File: config.mk
export PLATFORM = sky130hd
export DESIGN_NAME = port_b_change_interrupt
export DESIGN_NICKNAME = d
export VERILOG_FILES = /design/src/ioc_pkg.sv /design/src/ioc_edge_if.sv /design/src/ioc_edge_detect.sv /design/src/port_b_change_interrupt.sv
export VERILOG_INCLUDE_DIRS = /design/src
export SDC_FILE = /design/constraint.sdc
export NUM_CORES = 1
export LEC_CHECK = 0
export BUFFER_PORTS_ARGS = -buffer_cell sky130_fd_sc_hd__buf_2
export CORE_ASPECT_RATIO = 0.6
export CORE_MARGIN = 5
export CORE_UTILIZATION = 44
export CTS_BUF_LIST = sky130_fd_sc_hd__clkbuf_4
export DETAILED_ROUTE_END_ITERATION = 6
export PLACE_DENSITY = 0.71
export REMOVE_ABC_BUFFERS = 1
export SLEW_MARGIN = 30
export SYNTH_ARGS = -nofsm -noshare
export SYNTH_HDL_FRONTEND = slang
export SYNTH_SLANG_ARGS = --single-unit
File: constraint.sdc
create_clock -name i_clk_sys -period 1.9 [get_ports i_clk_sys]
set_input_delay 0 -clock i_clk_sys [delete_from_list [all_inputs] [get_ports i_clk_sys]]
set_output_delay 0 -clock i_clk_sys [all_outputs]
set_load 0.01 [all_outputs]
File: src/ioc_map.svh
`ifndef IOC_MAP_SVH
`define IOC_MAP_SVH

// --------------------------------------------------------------
// Register offsets on the plain register port
// --------------------------------------------------------------
`define IOC_OFS_RISE_EN 8'h00
`define IOC_OFS_FALL_EN 8'h01
`define IOC_OFS_FLAGS 8'h02
`define IOC_OFS_INT_CTRL 8'h03
`define IOC_OFS_IRQ_STATUS 8'h04
`define IOC_OFS_IRQ_MASK 8'h05

// --------------------------------------------------------------
// Field positions and reset values
// --------------------------------------------------------------
`define IOC_PIN_HI 7
`define IOC_PIN_LO 4
`define IOC_LOW_ZERO 4'h0
`define IOC_PIN_RST 4'h0
`define IOC_BYTE_ZERO 8'h00
`define IOC_CTRL_IE_BIT 3
`define IOC_CTRL_IF_BIT 0
`define IOC_EVT_FLAG_BIT 0
`define IOC_EVT_WAKE_BIT 1
`define IOC_EVT_RST 2'h0
`define IOC_EVT_PAD 6'h00

`endif

File: src/ioc_pkg.sv
// --------------------------------------------------------------
// Shared types of the change interrupt block
// --------------------------------------------------------------
package ioc_pkg;

    // One bit per upper pin of the second port
    typedef logic [3:0] pin_vec_t;

    // Interrupt event bits: flag set, wake
    typedef logic [1:0] evt_vec_t;

    // Edge detector state
    typedef struct packed {
        pin_vec_t sync1;
        pin_vec_t sync2;
        pin_vec_t prev;
    } edge_state_t;

    // Register and flag state
    typedef struct packed {
        pin_vec_t rise_en;
        pin_vec_t fall_en;
        pin_vec_t flags;
        logic irq_en;
        evt_vec_t evt_status;
        evt_vec_t evt_mask;
        logic [7:0] rdata;
    } ioc_state_t;

endpackage : ioc_pkg

File: src/ioc_edge_if.sv
`timescale 1ns/1ns

// --------------------------------------------------------------
// Edge pulses from the detector to the flag logic
// --------------------------------------------------------------
interface ioc_edge_if;
    ioc_pkg::pin_vec_t rise;
    ioc_pkg::pin_vec_t fall;

    modport src (output rise, output fall);
    modport snk (input rise, input fall);
endinterface : ioc_edge_if

File: src/ioc_edge_detect.sv
`timescale 1ns/1ns
`include "ioc_map.svh"

module ioc_edge_detect (
    // Clock and reset
    input wire logic i_clk_sys,
    input wire logic i_nrst,
    // Pins
    input wire ioc_pkg::pin_vec_t i_second_port_pin,
    // Edge pulses
    ioc_edge_if.src edges
);

    ioc_pkg::edge_state_t q;
    ioc_pkg::edge_state_t d;

    // --------------------------------------------------------------
    // Two-stage synchroniser, then compare with the last sample
    // --------------------------------------------------------------
    always_comb begin
        d = q;
        d.sync1 = i_second_port_pin;
        d.sync2 = q.sync1;
        d.prev = q.sync2;
    end

    // State register
    always_ff @(posedge i_clk_sys) begin
        if (!i_nrst) begin
            q <= '{sync1: `IOC_PIN_RST, sync2: `IOC_PIN_RST, prev: `IOC_PIN_RST};
        end else begin
            q <= d;
        end
    end

    // Pulses last one cycle; sync1 feeds nothing but sync2
    assign edges.rise = q.sync2 & ~q.prev;
    assign edges.fall = ~q.sync2 & q.prev;
endmodule : ioc_edge_detect

File: src/port_b_change_interrupt.sv
// Chosen here: the placing of the registers and the strobed register port.
`timescale 1ns/1ns
`include "ioc_map.svh"

// Functional notes
// - Falling edge on a pin counts only when its fall enable bit is one.
// - Enabled rising edge on a pin sets that pin's change flag.
// - Enabled falling edge on a pin sets that pin's change flag.
// - Any enabled edge also sets the summary change flag.
// - Flags set by hardware, read and written by software, stay until cleared.
// - Flag bits are settable by hardware independent of the software write path.
// - Low four bits of enable and flag registers ignore writes, read zero.
// - All enable and flag bits reset to zero on every reset.
// - Summary flag is OR of both ports' flags; interrupt only when enabled.
// - Edge during a clearing write leaves the flag set regardless of data.
// - With interrupt enable set, an enabled edge wakes the device from sleep.

module port_b_change_interrupt (
    // Clock and reset
    input wire logic i_clk_sys,
    input wire logic i_nrst,
    // Register port
    input wire logic [7:0] i_addr,
    input wire logic [7:0] i_wdata,
    input wire logic i_wr,
    input wire logic i_rd,
    output logic [7:0] o_rdata,
    // Pins and neighbouring logic
    input wire ioc_pkg::pin_vec_t i_second_port_pin,
    input wire logic [7:0] i_port_a_change_flags,
    input wire logic i_sleep,
    // Interrupt and wake outputs
    output logic o_summary_change_flag,
    output logic o_change_irq,
    output logic o_wake,
    output logic o_irq
);

    // --------------------------------------------------------------
    // Helpers
    // --------------------------------------------------------------

    // Address match for one register
    function automatic logic hit(input logic [7:0] addr, input logic [7:0] ofs);
        hit = (addr == ofs);
    endfunction : hit

    // Upper pin field of a data byte
    function automatic ioc_pkg::pin_vec_t pins_of(input logic [7:0] data);
        pins_of = data[`IOC_PIN_HI:`IOC_PIN_LO];
    endfunction : pins_of

    // Place a pin field in a byte, low bits read as zero
    function automatic logic [7:0] byte_of(input ioc_pkg::pin_vec_t pins);
        byte_of = {pins, `IOC_LOW_ZERO};
    endfunction : byte_of

    // --------------------------------------------------------------
    // Edge detection
    // --------------------------------------------------------------
    ioc_edge_if edges ();

    ioc_edge_detect u_edge (
        .i_clk_sys(i_clk_sys),
        .i_nrst(i_nrst),
        .i_second_port_pin(i_second_port_pin),
        .edges(edges)
    );

    ioc_pkg::ioc_state_t q;
    ioc_pkg::ioc_state_t d;

    // Qualified edges, one cycle each
    ioc_pkg::pin_vec_t rise_set;
    ioc_pkg::pin_vec_t fall_set;
    ioc_pkg::pin_vec_t hw_set;
    logic flag_wr;
    logic summary;
    logic wake_now;
    ioc_pkg::evt_vec_t evt_in;

    // Enables gate each edge kind separately
    assign rise_set = edges.rise & q.rise_en;
    assign fall_set = edges.fall & q.fall_en;
    assign hw_set = rise_set | fall_set;
    assign flag_wr = i_wr && hit(i_addr, `IOC_OFS_FLAGS);

    // Summary covers the first port too, which keeps its own flags
    assign summary = (|q.flags) || (|i_port_a_change_flags);

    // Wake from the stored flags, so they are visible before any fetch
    assign wake_now = i_sleep && q.irq_en && (|q.flags);

    // Events for the interrupt status register
    always_comb begin
        evt_in = `IOC_EVT_RST;
        evt_in[`IOC_EVT_FLAG_BIT] = |hw_set;
        evt_in[`IOC_EVT_WAKE_BIT] = wake_now;
    end

    // --------------------------------------------------------------
    // Next state
    // --------------------------------------------------------------
    always_comb begin
        d = q;
        // Read data stand only in the cycle after the strobe
        d.rdata = `IOC_BYTE_ZERO;

        // Enable registers; low bits are simply not stored
        if (i_wr && hit(i_addr, `IOC_OFS_RISE_EN)) begin
            d.rise_en = pins_of(i_wdata);
        end
        if (i_wr && hit(i_addr, `IOC_OFS_FALL_EN)) begin
            d.fall_en = pins_of(i_wdata);
        end

        // Flags: software write first, then hardware set on top
        // The set lands last, so an edge during a clearing write is never lost
        if (flag_wr) begin
            d.flags = pins_of(i_wdata);
        end
        d.flags = d.flags | hw_set;

        // Change interrupt enable in the control register
        if (i_wr && hit(i_addr, `IOC_OFS_INT_CTRL)) begin
            d.irq_en = i_wdata[`IOC_CTRL_IE_BIT];
        end

        // Sticky events: write one clears, a new event wins
        if (i_wr && hit(i_addr, `IOC_OFS_IRQ_STATUS)) begin
            d.evt_status = q.evt_status & ~i_wdata[`IOC_EVT_WAKE_BIT:`IOC_EVT_FLAG_BIT];
        end
        d.evt_status = d.evt_status | evt_in;

        if (i_wr && hit(i_addr, `IOC_OFS_IRQ_MASK)) begin
            d.evt_mask = i_wdata[`IOC_EVT_WAKE_BIT:`IOC_EVT_FLAG_BIT];
        end

        // Read mux; unmapped addresses read zero
        // Reads have no side effect: flags only clear by an explicit write
        if (i_rd) begin
            case (i_addr)
                `IOC_OFS_RISE_EN: begin
                    d.rdata = byte_of(q.rise_en);
                end
                `IOC_OFS_FALL_EN: begin
                    d.rdata = byte_of(q.fall_en);
                end
                `IOC_OFS_FLAGS: begin
                    d.rdata = byte_of(q.flags);
                end
                `IOC_OFS_INT_CTRL: begin
                    d.rdata[`IOC_CTRL_IE_BIT] = q.irq_en;
                    d.rdata[`IOC_CTRL_IF_BIT] = summary;
                end
                `IOC_OFS_IRQ_STATUS: begin
                    d.rdata = {`IOC_EVT_PAD, q.evt_status};
                end
                `IOC_OFS_IRQ_MASK: begin
                    d.rdata = {`IOC_EVT_PAD, q.evt_mask};
                end
                default: begin
                    d.rdata = `IOC_BYTE_ZERO;
                end
            endcase
        end
    end

    // --------------------------------------------------------------
    // State register
    // --------------------------------------------------------------

    // Every reset source clears all enables and flags
    always_ff @(posedge i_clk_sys) begin
        if (!i_nrst) begin
            q <= '{rise_en: `IOC_PIN_RST, fall_en: `IOC_PIN_RST, flags: `IOC_PIN_RST,
                   irq_en: 1'b0, evt_status: `IOC_EVT_RST, evt_mask: `IOC_EVT_RST,
                   rdata: `IOC_BYTE_ZERO};
        end else begin
            q <= d;
        end
    end

    // --------------------------------------------------------------
    // Outputs
    // --------------------------------------------------------------

    // Summary and gated change interrupt
    assign o_rdata = q.rdata;
    assign o_summary_change_flag = summary;
    assign o_change_irq = summary && q.irq_en;
    assign o_wake = wake_now;
    assign o_irq = |(q.evt_status & q.evt_mask);
endmodule : port_b_change_interrupt

==> results.yml, run 1 <==
power_and_ir_drop:
  leakage_uw: 0.000867
  max-vdd-ir-drop_mv: 0.385
  power.density_mw_per_mm2: 713
floorplanning:
  ios: 45
  floorplan.rows: 16
  die_w_um: 87.4
  die_area_mm2: 0.00493
  initial_core_util: 0.470
  core_region_area_mm2: 0.00336
  die_h_um: 56.4
sta:
  timing.final.hold_violations: 0
  finalSetupViolCount: 0
  skew_ns: 0.00495
  whs_ns: 0.0421
  fmaxAchievable_mhz: 540
  rsz0062_at_grt: "false"
  final_period_minus_worst_setup_slack_ns: 1.85
  timing.final.ws_setup_ns: 0.0493
  drv_slew: 0
  timing.final.crit_share: 0.974
  finalSetupTns_ns: 0
drt:
  drt_first_iter_violations: 76
  detail_route.drc_violations: 0
  finalWirelength_um: 3680
  drtPass1Iterations: 4
  routed-wl-met3_um: 325
  top_layer_used: "met4"
  dr_wl_met2_um: 1670
  wl_per_instance_um: 14.2
  dr_total_vias: 1301
  via_per_inst: 5.02
  detail-route-antenna-nets: 0
  m1WireLength_um: 1610
synth:
  syn_inst: 164
  ys_async_sr_fraction: 0
  postSynthAreaPerCell_um2: 9.64
  yosysSeqAreaShare: 0.456
  yosys_register_bits: 36
  netlist-cell-type-count: 36
  main_synth_ff_type: "dfxtp_1"
  yosys_warnings: 0
  syn-cell-area_mm2: 0.00158
  post_synth_edffs: 0
setup_path:
  critical_path.endpoint_type: "output pin"
  required_ns: 1.90
  timing_worst_setup_path_type: "reg -> out"
  timing.reg2reg.worst_path_depth: 4
  cp_cell_sequence: "or4_4, or3_4, and2_1, buf_2"
  worst_path_max_delay_cell: "or4_4"
  worst_setup_path_startpoint: "q[13]"
  worst_ep_arrival_time_ns: 1.85
  critical_path.max_fanout: 3
  reg2reg_from: "q[13]"
  cp-start-kind: "flip-flop"
  slowest_delay_ns: 0.52
layout:
  drive_gt1_frac: 0.304
  post_layout_nonfiller_instances: 259
  num-fill-cells: 292
  area_overhead_of_the_layout_relative_to_synthesis_pct: 25.8
  design.final.nets: 246
  layout_common_cells: "42 x buf_2, 35 x dfxtp_1, 23 x nand2_1"
  layout_commonest_cell: "buf_2"
  area_occupied_by_multi_input_gates_um2: 773
  final_non_filler_cell_area_mm2: 0.00199
  antenna_cells_inserted: 0
  ff_latch_area_um2: 722
place:
  post_place_worst_slack_ns: 0.391
  buffer_ports.inserted: 42
  routabilityCongestion: 0.813
  placed_area_mm2: 0.00176
  dp_cells: 237
  place.detailed.hpwl_um: 2770
global_route:
  antenna_found_initial: 0
  first_global_vias: 1321
  gr_overflow_total: 0
  grt_max_degree: 23
  grt.total_usage: 0.159
  grt_first_pass_wirelength_um: 5950
clock_network:
  tritoncts: "built"
  cts-buffers-inserted: 5
  clk_pin_slew_ns: 0.10
  clock-sinks: 36
  clkLatencyLatePin_ns: 0.34
  max-clock-path-buffers: 2
  clock_tree.root_cell: "clkbuf_4"
  cts.htree.levels: 2
  cts.repair_timing.setup_buffer_count: 0
min_path:
  hold-path-cell-count: 2
  min_path_type: "in -> reg"
  timing.hold.worst.start: "i_nrst"
status:
  run_status: "completed"
job:
  drv_cap: 0
-- final timing paths --
check / to / slack, ns
worst max-delay path: o_change_irq / 0.05
worst min register to register: u_edge.d[2] / 0.45
worst min-delay path: u_edge.d[4] / 0.04
worst max register to register: o_rdata[0] / 0.39
-- state kept, by name, indices dropped and copies added, names as in the netlist --
signal    cells
q            17
u_edge.d      8
u_edge.q      4
o_rdata       7
-- through the flow --
step | power, uW | util
2_1_floorplan | 814 | -
3_3_place_gp | 873 | 0.525
3_5_place_dp | 877 | 0.525
4_1_cts | 1440 | 0.590
5_1_grt | 1480 | 0.592
6_report | 1420 | 0.592
-- synthesized netlist by cell type (2+ instances only) --
library cell,n,area share
and2_1,17,0.067
buf_4,9,0.043
clkbuf_1,5,0.012
dfxtp_1,36,0.46
mux2_2,4,0.028
mux2i_1,12,0.076
nand2_1,23,0.055
nand3_1,5,0.016
nand3b_1,4,0.019
nand4_1,2,0.0079
nor2b_1,3,0.012
o21a_1,6,0.028
o21ai_0,13,0.041
or4_1,3,0.014
-- timing repair --
action	CTS	global route
endpoints found under the setup margin	0	1
endpoints found under the hold margin	19	0
resized for setup	0	2
hold buffers	14	0
-- final cells by class --
class | instances | area share
clock inverter | 2 | 0.0176
multi-input combinational | 113 | 0.389
timing repair buffer | 57 | 0.180
sequential | 36 | 0.363
clock buffer | 6 | 0.0226
tap | 45 | 0.0283
-- cells by family after synthesis --
kind of cell | count (synthesis) | share of synthesized area
AND/OR/NAND/NOR | 72 | 0.279
flip-flops | 36 | 0.456
AO/OA/AOI/OAI | 24 | 0.100
multiplexers | 16 | 0.104
buffers and inverters | 15 | 0.0577
other | 1 | 0.00237
-- per-layer routing --
| layer | global-route usage | up-vias |
|---|---|---|
| met5 | 0 | - |
| met4 | 0.0788 | 0 |
| met3 | 0.0629 | 10 |
| met2 | 0.241 | 45 |
| met1 | 0.196 | 586 |
| li1 | - | 660 |
-- worst max-delay path, delay by kind of cell (launching register included) --
kind          cells  cell delay [ns]
simple gates      3             1.03
flops             1             0.35
buf+inv           1             0.13
-- power by group --
part / leakage, uW / switching, uW / internal (uW)
registers: 0.000292 / 4.46 / 765
logic: 0.000528 / 52.4 / 59.5
clock network: 0.0000456 / 247 / 290
Power figures use the tool's default switching activity.
==> run 2, diff against run 1 <==
--- a/config.mk
+++ b/config.mk
@@ -7,12 +7,13 @@
 export NUM_CORES = 1
 export LEC_CHECK = 0
 export BUFFER_PORTS_ARGS = -buffer_cell sky130_fd_sc_hd__buf_2
-export CORE_ASPECT_RATIO = 0.6
+export CELL_PAD_IN_SITES_DETAIL_PLACEMENT = 0
+export CELL_PAD_IN_SITES_GLOBAL_PLACEMENT = 1
 export CORE_MARGIN = 5
-export CORE_UTILIZATION = 44
+export CORE_UTILIZATION = 40
 export CTS_BUF_LIST = sky130_fd_sc_hd__clkbuf_4
 export DETAILED_ROUTE_END_ITERATION = 6
-export PLACE_DENSITY = 0.71
+export PLACE_DENSITY = 0.83
 export REMOVE_ABC_BUFFERS = 1
 export SLEW_MARGIN = 30
 export SYNTH_ARGS = -nofsm -noshare
==> results.yml, run 2 (synthesized netlist as in run 1, its figures left out) <==
status:
  run_status: "completed"
setup_path:
  worst_setup_path_startpoint: "q[15]"
  timing_worst_setup_path_type: "reg -> out"
  worst_r2r_endpoint: "o_rdata[0]"
  critical_path.max_fanout: 3
  timing.reg2reg.worst_path_depth: 5
  worst_ep_arrival_time_ns: 1.85
  required_ns: 1.90
  cp-start-kind: "flip-flop"
  r2r_slack_ns: 0.23
  reg2reg_from: "q[15]"
  critical_path.endpoint_type: "output pin"
power_and_ir_drop:
  power_frac_comb: 0.088
  net_sw_frac: 0.224
  power.density_mw_per_mm2: 634
  power.net_switching_uw: 282
  p_seq_frac: 0.612
  clock_power_share: 0.300
  max-vdd-ir-drop_mv: 0.283
  leakage_uw: 0.000860
  p_int_uw: 975
drt:
  via_per_inst: 4.98
  finalWirelength_um: 3420
  dr_total_vias: 1305
  detail_route.drc_violations: 0
  drtPass1Iterations: 4
  wl_per_instance_um: 13.0
  drt_first_iter_violations: 81
  detail-route-antenna-nets: 0
floorplanning:
  die_h_um: 72.9
  floorplan.rows: 22
  ios: 45
  initial_core_util: 0.422
  die_area_mm2: 0.00531
  core_region_area_mm2: 0.00374
  die_w_um: 72.9
global_route:
  first_global_vias: 1275
  grt_first_pass_wirelength_um: 5620
  grt.total_usage: 0.136
  antenna_found_initial: 0
  grt_max_degree: 35
  gr_overflow_total: 0
sta:
  final_period_minus_worst_setup_slack_ns: 1.85
  timing.final.crit_share: 0.971
  fmaxAchievable_mhz: 542
  finalSetupViolCount: 0
  finalSetupTns_ns: 0
  timing.final.ws_setup_ns: 0.0544
  skew_ns: 0.00879
  drv_slew: 0
  whs_ns: 0.0234
  rsz0062_at_grt: "false"
  timing.final.hold_violations: 0
clock_network:
  max-clock-path-buffers: 2
  cts-buffers-inserted: 5
  clock_tree.root_cell: "clkbuf_4"
  clk_pin_slew_ns: 0.09
  clkLatencyLatePin_ns: 0.33
  tritoncts: "built"
  clock-sinks: 36
  cts.htree.levels: 2
layout:
  ff_latch_area_um2: 724
  registers.top_by_ff_count: "q"
  design.final.nets: 247
  layout_common_cells: "41 x buf_2, 33 x dfxtp_1, 23 x nand2_1"
  largest_register_ff_count: 17
  num-fill-cells: 364
  drive_gt1_frac: 0.318
  layout_commonest_cell: "buf_2"
  area_overhead_of_the_layout_relative_to_synthesis_pct: 25.3
  antenna_cells_inserted: 0
  area_occupied_by_multi_input_gates_um2: 776
place:
  place.detailed.hpwl_um: 2540
  post_place_worst_slack_ns: 0.371
  routabilityCongestion: 0.774
  buffer_ports.inserted: 42
min_path:
  timing.hold.worst.start: "i_wr"
  min_path_type: "in -> reg"
  hold-path-cell-count: 3
  min_delay_worst_endpoint: "q[12]"
job:
  drv_cap: 0
[run 2: cell types whose count changed in the layout (fill, tap and decap cells not counted), sizes merged]
| cell | change |
|---|---|
| buf | +1 |
| bufinv | -1 |
[run 2: worst max-delay path by stage]
stage / endpoint / slack [ns] / cells after the start
2_1_floorplan: o_rdata[0] / 0.44 / 4
3_3_place_gp: o_change_irq / 0.39 / 4
3_5_place_dp: o_rdata[0] / 0.37 / 4
4_1_cts: o_change_irq / 0.03 / 4
5_1_grt: o_change_irq / 0.002 / 4
6_report: o_change_irq / 0.05 / 4
[run 2: power groups by stage]
| stage | clock [uW] | combinational [uW] | sequential [uW] |
|---|---|---|---|
| 2_1_floorplan | 0 | 29.0 | 785 |
| 3_5_place_dp | 0 | 90.3 | 786 |
| 3_3_place_gp | 0 | 87.4 | 786 |
| 5_1_grt | 433 | 124 | 770 |
| 6_report | 378 | 110 | 769 |
| 4_1_cts | 396 | 111 | 769 |
[run 2: routing by layer]
metal	vias up	wire (um)	track usage
met1	611	1550	0.168
met2	30	1620	0.227
met4	0	23	0.0430
met5	-	0	0
li1	660	-	-
met3	4	222	0.0372
[run 2: through the flow]
stage | area [um^2] | power, uW | instances | util
finish | 1980 | 1260 | 262 | 0.529
global route | 1980 | 1330 | 262 | 0.529
CTS | 1960 | 1280 | 261 | 0.524
detailed placement | 1770 | 877 | 240 | 0.472
global placement | 1770 | 873 | 240 | 0.472
floorplan | 1490 | 814 | 149 | -
[run 2: worst max-delay path, stage by stage (launching register included)]
cell     delay, ns
dfxtp_2       0.34
or4_4         0.54
or3_4         0.39
and2_4        0.15
buf_6         0.11
[run 2: layout make-up]
class	instances	area share
Clock buffer	6	0.0227
Multi-Input combinational cell	113	0.391
Tap cell	48	0.0303
Timing Repair Buffer	58	0.187
Clock inverter	1	0.00253
Sequential cell	36	0.366
[run 2: what timing repair did]
action,CTS,global route
hold buffers,14,0
setup buffers,0,1
setup endpoints to repair,1,1
hold endpoints to repair,18,0
gates cloned,0,0
pin swaps,0,3
gates resized for setup,1,5
==> run 3, diff against run 2 <==
--- a/config.mk
+++ b/config.mk
@@ -10,10 +10,10 @@
 export CELL_PAD_IN_SITES_DETAIL_PLACEMENT = 0
 export CELL_PAD_IN_SITES_GLOBAL_PLACEMENT = 1
 export CORE_MARGIN = 5
-export CORE_UTILIZATION = 40
+export CORE_UTILIZATION = 36
 export CTS_BUF_LIST = sky130_fd_sc_hd__clkbuf_4
 export DETAILED_ROUTE_END_ITERATION = 6
-export PLACE_DENSITY = 0.83
+export PLACE_DENSITY = 0.79
 export REMOVE_ABC_BUFFERS = 1
 export SLEW_MARGIN = 30
 export SYNTH_ARGS = -nofsm -noshare
==> constraint.sdc (replaced) <==
create_clock -name i_clk_sys -period 1.5 [get_ports i_clk_sys]
set_input_delay 0 -clock i_clk_sys [delete_from_list [all_inputs] [get_ports i_clk_sys]]
set_output_delay 0 -clock i_clk_sys [all_outputs]
set_load 0.01 [all_outputs]
==> results.yml, run 3 (synthesized netlist as in run 1, its figures left out) <==
global_route:
  gr_overflow_total: 0
  antenna_found_initial: 0
  grt_max_degree: 35
  grt.total_usage: 0.125
  grt_first_pass_wirelength_um: 5900
  first_global_vias: 1281
setup_path:
  timing.reg2reg.worst_path_depth: 5
  worst_r2r_endpoint: "o_rdata[0]"
  cp_cell_sequence: "or4_4, or3_4, and2_1, buf_2"
  worst_setup_path_startpoint: "q[14]"
  worst_ep_arrival_time_ns: 1.83
  r2r_slack_ns: -0.11
  critical_path_buf_inv_count: 1
  slowest_delay_ns: 0.54
  critical_path.max_fanout: 2
  cp.depth: 4
  critical_path.endpoint_type: "output pin"
  required_ns: 1.50
  reg2reg_from: "q[14]"
  worst_path_max_delay_cell: "or4_4"
  critical_path.endpoint: "o_change_irq"
  timing_worst_setup_path_type: "reg -> out"
  cp-start-kind: "flip-flop"
  category_of_cells_accounting_for_the_largest_share_of_critical_path_delay: "simple AND/OR/NAND/NOR gates"
place:
  placed_area_mm2: 0.00180
  place.detailed.hpwl_um: 2480
  routabilityCongestion: 0.767
  buffer_ports.inserted: 42
power_and_ir_drop:
  max-vdd-ir-drop_mv: 0.318
  report.power.total_uw: 1630
  power.density_mw_per_mm2: 809
  leakage_uw: 0.000882
floorplanning:
  floorplan.rows: 24
  initial_core_util: 0.368
  die_w_um: 76.3
  ios: 45
  die_h_um: 76.3
  die_area_mm2: 0.00582
  core_region_area_mm2: 0.00429
layout:
  antenna_cells_inserted: 0
  largest_register_ff_count: 17
  drive_gt1_frac: 0.306
  area_overhead_of_the_layout_relative_to_synthesis_pct: 27.7
  final_non_filler_cell_area_mm2: 0.00202
  layout_common_cells: "41 x buf_2, 36 x dfxtp_1, 23 x nand2_1"
  design.final.nets: 251
  registers.top_by_ff_count: "q"
  layout_commonest_cell: "buf_2"
drt:
  dr_total_vias: 1301
  drtPass1Iterations: 4
  wl_per_instance_um: 12.8
  finalWirelength_um: 3460
  via_per_inst: 4.80
  detail_route.drc_violations: 0
  drt_first_iter_violations: 63
  detail-route-antenna-nets: 0
sta:
  timing.final.ws_setup_ns: -0.326
  timing.final.hold_violations: 0
  fmaxAchievable_mhz: 548
  skew_ns: 0.00659
  drv_slew: 0
  finalSetupViolCount: 4
  timing.final.crit_share: 1.22
  rsz0062_at_grt: "true"
  final_period_minus_worst_setup_slack_ns: 1.83
clock_network:
  tritoncts: "built"
  clock_tree.root_cell: "clkbuf_4"
  clk_pin_slew_ns: 0.10
  cts-buffers-inserted: 5
  clkLatencyLatePin_ns: 0.33
  cts.htree.levels: 2
  max-clock-path-buffers: 2
  clock-sinks: 36
status:
  failed_checks: "setup timing"
  run_status: "complete, but fails checks"
job:
  drv_cap: 0
min_path:
  min_path_type: "in -> reg"
==> run 3: final cells by class <==
type                    count  area [um^2]
clock buffers               7         52.6
clock inverters             1         3.75
fillers                   433         2270
multi-input cells         113          773
flip-flops and latches     36          721
well taps                  52         65.1
repair buffers             62          404
==> run 3: metal layers <==
layer / GRT usage / vias up / wire length [um]
met3: 0.0414 / 5 / 141
met2: 0.197 / 23 / 1630
li1: - / 674 / -
met1: 0.158 / 599 / 1620
met5: 0 / - / 0
met4: 0.0472 / 0 / 62
==> run 3: worst min-delay path, stage by stage <==
cell and delay (ns):
buf_2 0.13, nor4_4 0.07, a2bb2oi_2 0.10, nor2_1 0.04
==> run 3: worst min-delay path by stage <==
| stage | start | end | slack [ns] | cells past startpoint |
|---|---|---|---|---|
| after floorplan | i_nrst | q[11] | 0.12 | 1 |
| after global placement | i_second_port_pin[0] | u_edge.d[4] | 0.20 | 2 |
| after detailed placement | i_second_port_pin[3] | u_edge.d[7] | 0.21 | 2 |
| after CTS | i_addr[5] | o_rdata[0] | 0.02 | 4 |
| after global routing | i_sleep | q[11] | 0.04 | 3 |
| final | i_addr[5] | o_rdata[0] | 0.03 | 4 |
==> run 3: report_power, final <==
group,total (uW),internal (uW),switching [uW]
Clock,515,216,298
Sequential,974,969,5.00
Combinational,146,79.0,66.7
Total,1630,1260,370
==> run 3: what timing repair did <==
action,in CTS,in global routing
resized for setup,2,0
setup buffers,1,0
hold buffers,15,0
gates cloned,0,0
hold endpoints to repair,19,0
endpoints found under the setup margin,4,4
==> run 3: through the flow <==
step                       util  hold WS, ns  cells  TNS, ns  setup WS (ns)
final                     0.470       0.0334    271   -0.786         -0.326
after floorplan               -        0.117    149        0         0.0351
after detailed placement  0.418        0.209    247  -0.0117       -0.00686
after global placement    0.418        0.205    247        0        0.00895
after global routing      0.470       0.0434    271   -0.989         -0.388
after CTS                 0.470       0.0217    271   -0.825         -0.340
